File: config.mk
export PLATFORM = sky130hd
export DESIGN_NAME = bus_cond_flags
export DESIGN_NICKNAME = d
export VERILOG_FILES = /design/src/bus_cond_flags.v /design/src/line_sync.v
export VERILOG_INCLUDE_DIRS = /design/src
export SDC_FILE = /design/constraint.sdc
export NUM_CORES = 1
export LEC_CHECK = 0
export ABC_AREA = 1
export BUFFER_PORTS_ARGS = -buffer_cell sky130_fd_sc_hd__buf_4
export CAP_MARGIN = 0
export CORE_ASPECT_RATIO = 1.25
export CORE_UTILIZATION = 48
export CTS_BUF_LIST = sky130_fd_sc_hd__clkbuf_8 sky130_fd_sc_hd__clkbuf_16
export DETAILED_ROUTE_END_ITERATION = 12
export PLACE_DENSITY_LB_ADDON = 0.3
export SLEW_MARGIN = 20
export SYNTH_ARGS = -nofsm -noshare
export SYNTH_HDL_FRONTEND = slang
export SYNTH_SLANG_ARGS = --single-unit
File: constraint.sdc
create_clock -name i_sys_clk -period 1.5 [get_ports i_sys_clk]
set_input_delay 0.3 -clock i_sys_clk [delete_from_list [all_inputs] [get_ports i_sys_clk]]
set_output_delay 0.3 -clock i_sys_clk [all_outputs]
set_load 0.05 [all_outputs]
File: src/bus_flags_map.vh
/*
 Register offsets, field positions and reset values for the two-wire
 bus condition flag block. Assumes a plain strobed register port with
 8-bit data and read data returned one cycle after the read strobe.
*/
// Notes on behaviour
// RULE1: Start condition sets start-seen flag
// RULE2: Start-seen high marks address transfer period
// RULE3: Stop condition clears start-seen flag
// RULE4: First clock after address byte clears start-seen
// RULE5: Release request write clears start-seen flag
// RULE6: Disable edge or reset clears both flags
// RULE7: Stop condition sets stop-seen flag
// RULE8: Stop-seen high means bus is released
// RULE9: Stop-seen clears at next address first clock
// RULE10: Stop interrupt only when stop enable set
`ifndef BUS_FLAGS_MAP_VH
`define BUS_FLAGS_MAP_VH

// Register offsets
`define ADDR_STATUS      4'h0
`define ADDR_CONTROL     4'h1
`define ADDR_IRQ_STATUS  4'h2
`define ADDR_IRQ_ENABLE  4'h3
`define ADDR_IRQ_CLEAR   4'h4

// Status register fields
`define STAT_STOP_BIT    0
`define STAT_START_BIT   1
`define STAT_ADDR_BIT    2
`define STAT_BUSY_BIT    3

// Control register fields
`define CTL_RELEASE_BIT  0
`define CTL_STOP_IE_BIT  1
`define CTL_ENABLE_BIT   7

// Event bits of the interrupt registers
`define EV_START_BIT     0
`define EV_STOP_BIT      1
`define EV_BYTE_BIT      2
`define EV_WIDTH         3

// Reset values
`define RST_CONTROL      8'h00
`define RST_EVENTS       3'h0

// Bits per byte including acknowledge clock
`define BYTE_CLOCKS      4'h9

`endif

File: src/bus_cond_flags.v
/*
 Start and stop condition flags of a two-wire bus unit, with a small
 register port and a level interrupt. Assumes the bus lines are
 sampled by the 50 MHz system clock, far faster than the bus clock,
 and that software uses the strobed port one access per cycle.
*/
// Strobed register access and the register addresses were chosen for this implementation.
`timescale 1ns/100ps
`include "bus_flags_map.vh"
module bus_cond_flags
(
    // Clock and reset
    input  wire       i_sys_clk,
    input  wire       i_rst,
    // Register port
    input  wire [3:0] i_addr,
    input  wire [7:0] i_wdata,
    input  wire       i_wr,
    input  wire       i_rd,
    output reg  [7:0] o_rdata,
    // Two-wire bus lines, listened to only
    input  wire       i_scl,
    input  wire       i_sda,
    // Flags and interrupt
    output wire       o_start_seen_flag,
    output wire       o_stop_seen_flag,
    output wire       o_irq
);

    // Synchronised lines
    wire scl;
    wire scl_rise;
    wire scl_fall;
    wire sda;
    wire sda_rise;
    wire sda_fall;

    // Control register reset image, so single bits can be picked from it
    localparam [7:0] CTL_RESET = `RST_CONTROL;

    // Control state
    reg        bus_unit_enable;
    reg        stop_irq_enable;
    reg        en_last;
    reg        start_seen_flag;
    reg        stop_seen_flag;
    reg        addr_phase;
    reg  [3:0] bit_cnt;
    reg        busy;
    reg  [`EV_WIDTH-1:0] irq_status;
    reg  [`EV_WIDTH-1:0] irq_enable;
    reg  [`EV_WIDTH-1:0] next_irq_status;

    // Decoded accesses and bus conditions
    wire wr_ctl;
    wire release_req;
    wire disable_edge;
    wire start_cond;
    wire stop_cond;
    wire first_clk;
    wire byte_end;
    wire [`EV_WIDTH-1:0] events;
    wire [`EV_WIDTH-1:0] clr_mask;

    line_sync u_scl_sync
    (
        .i_sys_clk (i_sys_clk),
        .i_rst     (i_rst),
        .i_line    (i_scl),
        .o_level   (scl),
        .o_rise    (scl_rise),
        .o_fall    (scl_fall)
    );

    line_sync u_sda_sync
    (
        .i_sys_clk (i_sys_clk),
        .i_rst     (i_rst),
        .i_line    (i_sda),
        .o_level   (sda),
        .o_rise    (sda_rise),
        .o_fall    (sda_fall)
    );

    // Conditions only count while the unit is enabled
    assign start_cond   = bus_unit_enable & scl & sda_fall;
    assign stop_cond    = bus_unit_enable & scl & sda_rise;
    assign wr_ctl       = i_wr & (i_addr == `ADDR_CONTROL);
    assign release_req  = wr_ctl & i_wdata[`CTL_RELEASE_BIT];
    assign disable_edge = en_last & ~bus_unit_enable;
    // First clock of a byte; bit counter at zero after start or acknowledge
    assign first_clk    = bus_unit_enable & busy & scl_rise & (bit_cnt == 4'h0);
    assign byte_end     = bus_unit_enable & busy & scl_fall & (bit_cnt == `BYTE_CLOCKS);

    // Control register: enable and stop interrupt enable
    always @(posedge i_sys_clk or posedge i_rst)
    begin
        if (i_rst)
        begin
            bus_unit_enable <= CTL_RESET[`CTL_ENABLE_BIT];
            stop_irq_enable <= CTL_RESET[`CTL_STOP_IE_BIT];
            en_last         <= 1'b0;
        end
        else
        begin
            en_last <= bus_unit_enable;
            if (wr_ctl)
            begin
                bus_unit_enable <= i_wdata[`CTL_ENABLE_BIT];
                stop_irq_enable <= i_wdata[`CTL_STOP_IE_BIT];
            end
        end
    end

    // Byte framing: count clocks of each nine-clock byte
    always @(posedge i_sys_clk or posedge i_rst)
    begin
        if (i_rst)
        begin
            bit_cnt    <= 4'h0;
            busy       <= 1'b0;
            addr_phase <= 1'b0;
        end
        else if (!bus_unit_enable || stop_cond || release_req)
        begin
            // Release drops out of framing until the next start
            bit_cnt    <= 4'h0;
            busy       <= 1'b0;
            addr_phase <= 1'b0;
        end
        else if (start_cond)
        begin
            // RULE2: address period opens
            bit_cnt    <= 4'h0;
            busy       <= 1'b1;
            addr_phase <= 1'b1;
        end
        else if (busy)
        begin
            if (scl_rise)
                bit_cnt <= bit_cnt + 4'h1;
            else if (byte_end)
            begin
                bit_cnt    <= 4'h0;
                addr_phase <= 1'b0;
            end
        end
    end

    // Start-seen flag
    always @(posedge i_sys_clk or posedge i_rst)
    begin
        if (i_rst)
            start_seen_flag <= 1'b0;
        // RULE6: disable clears flag
        else if (disable_edge || !bus_unit_enable)
            start_seen_flag <= 1'b0;
        // RULE1: start sets flag, wins over clears
        else if (start_cond)
            start_seen_flag <= 1'b1;
        // RULE3: stop clears flag
        else if (stop_cond)
            start_seen_flag <= 1'b0;
        // RULE5: release request clears flag
        else if (release_req)
            start_seen_flag <= 1'b0;
        // RULE4: first clock of data byte clears
        else if (first_clk && !addr_phase)
            start_seen_flag <= 1'b0;
    end

    // Stop-seen flag
    always @(posedge i_sys_clk or posedge i_rst)
    begin
        if (i_rst)
            stop_seen_flag <= 1'b0;
        // RULE6: disable clears flag
        else if (disable_edge || !bus_unit_enable)
            stop_seen_flag <= 1'b0;
        // RULE7: stop sets flag
        else if (stop_cond)
            stop_seen_flag <= 1'b1;
        // RULE9: cleared at first address clock
        else if (first_clk && addr_phase)
            stop_seen_flag <= 1'b0;
    end

    // Event sources; stop event only when enabled
    // RULE10: stop interrupt gated
    assign events   = {byte_end, stop_cond & stop_irq_enable, start_cond};
    assign clr_mask = (i_wr && i_addr == `ADDR_IRQ_CLEAR) ? i_wdata[`EV_WIDTH-1:0] : `RST_EVENTS;

    // Sticky status; a set in the clear cycle wins
    always @*
    begin
        next_irq_status = (irq_status & ~clr_mask) | events;
    end

    always @(posedge i_sys_clk or posedge i_rst)
    begin
        if (i_rst)
        begin
            irq_status <= `RST_EVENTS;
            irq_enable <= `RST_EVENTS;
        end
        else
        begin
            irq_status <= next_irq_status;
            if (i_wr && i_addr == `ADDR_IRQ_ENABLE)
                irq_enable <= i_wdata[`EV_WIDTH-1:0];
        end
    end

    // Read data, one cycle after the strobe; unmapped reads give zero
    always @(posedge i_sys_clk or posedge i_rst)
    begin
        if (i_rst)
            o_rdata <= 8'h00;
        else if (!i_rd)
            o_rdata <= 8'h00;
        else if (i_addr == `ADDR_STATUS)
            // RULE8: stop-seen shows bus released
            o_rdata <= {4'h0, busy, addr_phase & start_seen_flag, start_seen_flag, stop_seen_flag};
        else if (i_addr == `ADDR_CONTROL)
            o_rdata <= {bus_unit_enable, 5'h00, stop_irq_enable, 1'b0};
        else if (i_addr == `ADDR_IRQ_STATUS)
            o_rdata <= {5'h00, irq_status};
        else if (i_addr == `ADDR_IRQ_ENABLE)
            o_rdata <= {5'h00, irq_enable};
        else
            o_rdata <= 8'h00;
    end

    // Outputs
    assign o_start_seen_flag = start_seen_flag;
    assign o_stop_seen_flag  = stop_seen_flag;
    assign o_irq             = |(irq_status & irq_enable);

endmodule

File: src/line_sync.v
/*
 Two-flop synchroniser with edge detection for one bus line.
 Assumes the input is asynchronous to i_sys_clk and changes slowly
 compared with it.
*/
`timescale 1ns/100ps
module line_sync
(
    // Clock and reset
    input  wire i_sys_clk,
    input  wire i_rst,
    // Raw line
    input  wire i_line,
    // Synchronised line and edges
    output reg  o_level,
    output wire o_rise,
    output wire o_fall
);

    reg meta;
    reg last;

    // Two stages, then a delayed copy for edges; the first flop feeds only the second
    always @(posedge i_sys_clk or posedge i_rst)
    begin
        if (i_rst)
        begin
            meta    <= 1'b1;
            o_level <= 1'b1;
            last    <= 1'b1;
        end
        else
        begin
            meta    <= i_line;
            o_level <= meta;
            last    <= o_level;
        end
    end

    // Edges seen on the synchronised level
    assign o_rise = o_level & ~last;
    assign o_fall = ~o_level & last;

endmodule
* After elaboration in Yosys (flattened, before gate mapping)
Index checks and enable logic that the tools add are counted.
Operators by class: add/subtract/negate cells 1, equal/unequal tests 6, mux-type cells 26, bitwise logic cells 26, reduce and logical (&&, ||, !) cells 20
Operators with widths (number):
- 8-bit 2-to-1 mux | 3
- 4-bit 2-to-1 mux | 5
- 1-bit AND | 17
- 1-bit 2-to-1 mux | 15
- 3-bit 2-to-1 mux | 3
- 3-bit nonzero test | 3
- 4-bit by 2-bit == test with 1-bit output (second input constant) | 2
- 4-bit logical NOT | 2
- 3-bit AND | 2
- 1-bit NOT | 5
- 5-bit nonzero test | 1
- 4-bit by 1-bit adder with 4-bit output (second input constant) | 1
- 4-bit by 1-bit == test with 1-bit output (second input constant) | 1
- 4-bit by 3-bit == test with 1-bit output (second input constant) | 1
- 4-bit == test (second input constant) | 1
- 1-bit logical AND | 4
- 4-bit nonzero test | 1
- 1-bit logical OR | 3
- 3-bit by 1-bit != test with 1-bit output (second input constant) | 1
- 3-bit NOT | 1
- 3-bit OR | 1
- 3-bit AND reduction | 1
- 3-bit OR reduction | 1
- 1-bit logical NOT | 2
- 2 further kinds | 2
Word-level totals: flip-flop bits (word level) 31, bits of input ports 18, logic and storage cells 96

* Logic depth before layout (Yosys ltp)
depth in word-level cells 10, depth in mapped cells 10, mapped depth without buffers 10

* By module
From an unflattened synthesis, not the netlist that was laid out.
Unflattened totals: cells, all modules 171, area total of the unflattened synthesis 1398.8 um^2
By module, submodules not included:
- bus_cond_flags | instances 1, cells each 155, area an instance 1203.7 um^2
- line_sync | instances 2, cells each 8, area an instance 97.6 um^2

* Worst setup path before layout
OpenSTA, ideal clock, no wires.
path kind reg2out, start register irq_status[1], end output port o_irq, data arrival time 1.196 ns, path slack 0.004 ns, cell stages (with the launch flop) 3, buffers on the path 0, path through dfrtp_1 > inv_1 > o221ai_1
Between the ends: cells in the longest elaborated chain, start to end 2
Ends and longest elaborated chain:
- from (decl) | RTL line bus_cond_flags.v:50 | reg [`EV_WIDTH-1:0] irq_status;
- from (signal assigned) | RTL line bus_cond_flags.v:203 | irq_status <= `RST_EVENTS;
- from (signal assigned) | RTL line bus_cond_flags.v:208 | irq_status <= next_irq_status;
- 3-bit AND | RTL line bus_cond_flags.v:237 | assign o_irq = |(irq_status & irq_enable);
- 3-bit OR reduction | RTL line bus_cond_flags.v:237
- to (decl) | RTL line bus_cond_flags.v:27 | output wire o_irq
Every way passes these cells.

* Worst setup path in the final report
start register bit_cnt[0], end register bit_cnt[3]
Between the ends: cells in the longest elaborated chain, start to end 5, elaborated cells on any way between the ends 9, classes of those cells add/sub (1); eq/ne (1); mux (4); bitwise (1); reduce/logical (2)
Ends and longest elaborated chain:
- from (decl) | RTL line bus_cond_flags.v:48 | reg [3:0] bit_cnt;
- from (signal assigned) | RTL line bus_cond_flags.v:141 | bit_cnt <= bit_cnt + 4'h1;
- 4-bit by 1-bit adder with 4-bit output | RTL line bus_cond_flags.v:141
- 4-bit 2-to-1 mux | RTL line bus_cond_flags.v:140 | if (scl_rise)
- 4-bit 2-to-1 mux | RTL line bus_cond_flags.v:138 | else if (busy)
- 4-bit 2-to-1 mux | RTL line bus_cond_flags.v:131 | else if (start_cond)
- 4-bit 2-to-1 mux | RTL line bus_cond_flags.v:124 | else if (!bus_unit_enable || stop_cond || release_req)
Several ways; a longest one is shown, not always the timed one. The select of a mux whose other input is x is not followed. A chain may end at the register's enable or synchronous reset.

==> results_dict.tcl <==
set metrics [dict create \
    vias_per_cell 5.06 \
    grt_use_total_pct 20.2 \
    cts_tree "done" \
    grt_pass1_vias 1103 \
    worstSetupPathType "register to register" \
    startpoint_type "register" \
    htreeDepth 1 \
    vdd_drop_max_mv 0.577 \
    crit_top_cell "nand2_1" \
    ios 29 \
    vias 1123 \
    crit_required_ps 1680 \
    die_y_um 62.0 \
    syn_area_sq_mm 0.00138 \
    fmax_mhz 701 \
    cts_sinks 27 \
    leakagePower_uw 0.000852 \
    worstHoldEndpoint "u_scl_sync.meta$_DFF_PP1_" \
    worstSkewPairLatency_ps 280 \
    fp-row-count 21 \
    crit_path_max_fanout 6 \
    synth_cells 157 \
    grt_start_max_net_pins 22 \
    min_from "i_scl" \
    synth-seq-cells 27 \
    cap_viol_max_count 0 \
    path_cells "ha_1 > inv_1 > nor2_1 > nand2_1 > nand2_2 > nor2_4 > nand2_4 > nand2_1 > nand2_1" \
    finalSetupViolations 0 \
    fillers 245 \
    core_area_sq_mm 0.00271 \
    cpPeakStageDelay_ps 470 \
    routed_wirelength_um 2800 \
    clockRootBuffer "clkbuf_8" \
    reg2reg_to "bit_cnt[3]$_DFFE_PP0P_" \
    yosysSeqAreaShare_pct 49.5 \
    cp_data_arrival_time_ps 1610 \
    hold_viol 0 \
    rsz0062_at_grt "yes" \
    drc_errors 0 \
    drt_iter0_drc 25 \
    n_antenna_cell 0 \
    cts_buffer_depth 2 \
    timing.hold.ws_ps 112 \
    place_inst 212 \
    hpwl_um 2180 \
    start_util_pct 51.0 \
    die_w_um 50.0 \
    synth_cell_types 29 \
    slew_viol_final 0 \
    avgSynthCellArea_sq_um 8.80 \
    cts_made_buffers 3 \
    hp-class "input pin to register" \
    dieArea_sq_mm 0.00310 \
    ant_nets 0 \
    worstHoldPathCells 1 \
    wire_per_inst_um 12.6 \
    ff2ff_setup_slack_ps 70 \
    finalInstanceArea_sq_mm 0.00170 \
    placed_area_sq_mm 0.00159 \
    grt_overflow_total 0 \
    period_minus_slack_ps 1430 \
    fin_cells 222 \
    ys_warn_count 0 \
    grt_pass1_wl_um 4550 \
    outcome "finished, final reports clean" \
    clkTransAtPathRegs_ps 100 \
    critical-path-slowest-cell "dfrtp_1" \
    worstSetupEndpointType "register" \
    r2r_cells 9 \
    fin_nets 210 \
    drive_above_1_share_pct 29.3 \
    crit-reg2reg-launch "bit_cnt[0]$_DFFE_PP0P_" \
    antenna_found_initial 0 \
    power_density_mw_per_mm2 1100 \
    clock-skew-final_ps 6.39 \
    tns_ps 0 \
    numPortBuffers 21 \
    post-route-period-util_pct 95.1 \
    area_delta_synth_final_pct 23.0 \
    gp_congestion 0.819 \
    firstDrtPassIters 4 \
]
[placed cells by master, fill, tap and decap left out, types with 4 or more instances in the layout]
cell	count
nand2_1	28
nor3_1	5
o21ai_0	6
inv_1	22
o21ai_1	7
nand4_1	4
dfrtp_1	21
nor2_1	12
nand3_1	12
buf_4	27
dfstp_2	6
[kinds of logic after synthesis]
family          share of synthesized area [%]
flops                                    49.5
buf+inv                                  8.79
compound gates                           7.61
xor+xnor                                 1.27
fa+ha+maj                                2.72
other cells                             0.271
simple gates                             29.9
[synthesized netlist by cell type (all sizes together)]
cell / n / area [sq um]
nor2: 18 / 115
xor2: 1 / 8.76
inv: 25 / 93.8
o21bai: 1 / 7.51
nor3: 6 / 30.0
a31oi: 1 / 6.26
nand4: 5 / 46.3
o21ai: 13 / 65.1
a21oi: 1 / 5.00
dfstp: 6 / 158
conb: 1 / 3.75
nand2: 33 / 144
nand3: 13 / 70.1
xnor2: 1 / 8.76
o22ai: 2 / 12.5
ha: 3 / 37.5
dfrtp: 21 / 526
buf: 4 / 27.5
o221ai: 1 / 8.76
nor3b: 1 / 7.51
[worst max path at each step]
stage | start | to | slack, ps | depth (start not counted)
after floorplan | irq_status[1]$_DFF_PP0_ | o_irq | 4 | 2
after global placement | bit_cnt[0]$_DFFE_PP0P_ | bit_cnt[2]$_DFFE_PP0P_ | 130 | 9
after detailed placement | bit_cnt[0]$_DFFE_PP0P_ | bit_cnt[3]$_DFFE_PP0P_ | 50 | 9
after CTS | bit_cnt[0]$_DFFE_PP0P_ | bit_cnt[3]$_DFFE_PP0P_ | 50 | 9
after global routing | u_sda_sync.last$_DFF_PP1_ | bit_cnt[2]$_DFFE_PP0P_ | -20 | 9
final | bit_cnt[0]$_DFFE_PP0P_ | bit_cnt[3]$_DFFE_PP0P_ | 70 | 9
[layer usage]
layer | track usage (%) | wire [um] | vias up
met3 | 2.19 | 77 | 7
met5 | 0 | 0 | -
li1 | - | - | 564
met2 | 40.6 | 1540 | 25
met4 | 11.0 | 71 | 0
met1 | 20.6 | 1110 | 527
[power breakdown]
| part | switching, uW | internal [uW] | total, uW |
|---|---|---|---|
| clock | 247 | 196 | 443 |
| sequential | 65.9 | 821 | 887 |
| combinational | 343 | 194 | 537 |
[worst max-delay path, delay by kind of cell (launching register included)]
family	cells	cell delay, ps
buf+inv	1	50
flops	1	470
fa+ha+maj	1	220
simple gates	7	610
[final cells by class]
class                   count  area, sq um  area share [%]
flip-flops and latches     27          683            40.2
multi-input cells         103          597            35.1
repair buffers             29          233            13.7
inverters                  25         93.8            5.52
well taps                  34         42.5            2.50
clock buffers               3         41.3            2.43
clock inverters             1         8.76           0.515
[through the flow]
step	power, uW	setup slack [ps]	util (%)
2_1_floorplan	1250	4.24	-
3_3_place_gp	1380	134	58.7
3_5_place_dp	1400	50.7	58.7
4_1_cts	1830	50.1	60.9
5_1_grt	1960	-24.5	62.8
6_report	1870	73.5	62.8
[registers in the layout (all words and copies together), names as in the netlist, 3 cells and up]
register / count
irq_status: 3
irq_enable: 3
bit_cnt: 4
o_rdata: 5
[repair_timing]
item / 4_1_cts / 5_1_grt
setup buffers: 0 / 5
hold buffers: 1 / 0
gates resized for setup: 0 / 5
endpoints found under the setup margin: 0 / 5
endpoints found under the hold margin: 5 / 0
No activity file was read; power rests on OpenSTA's default activity.
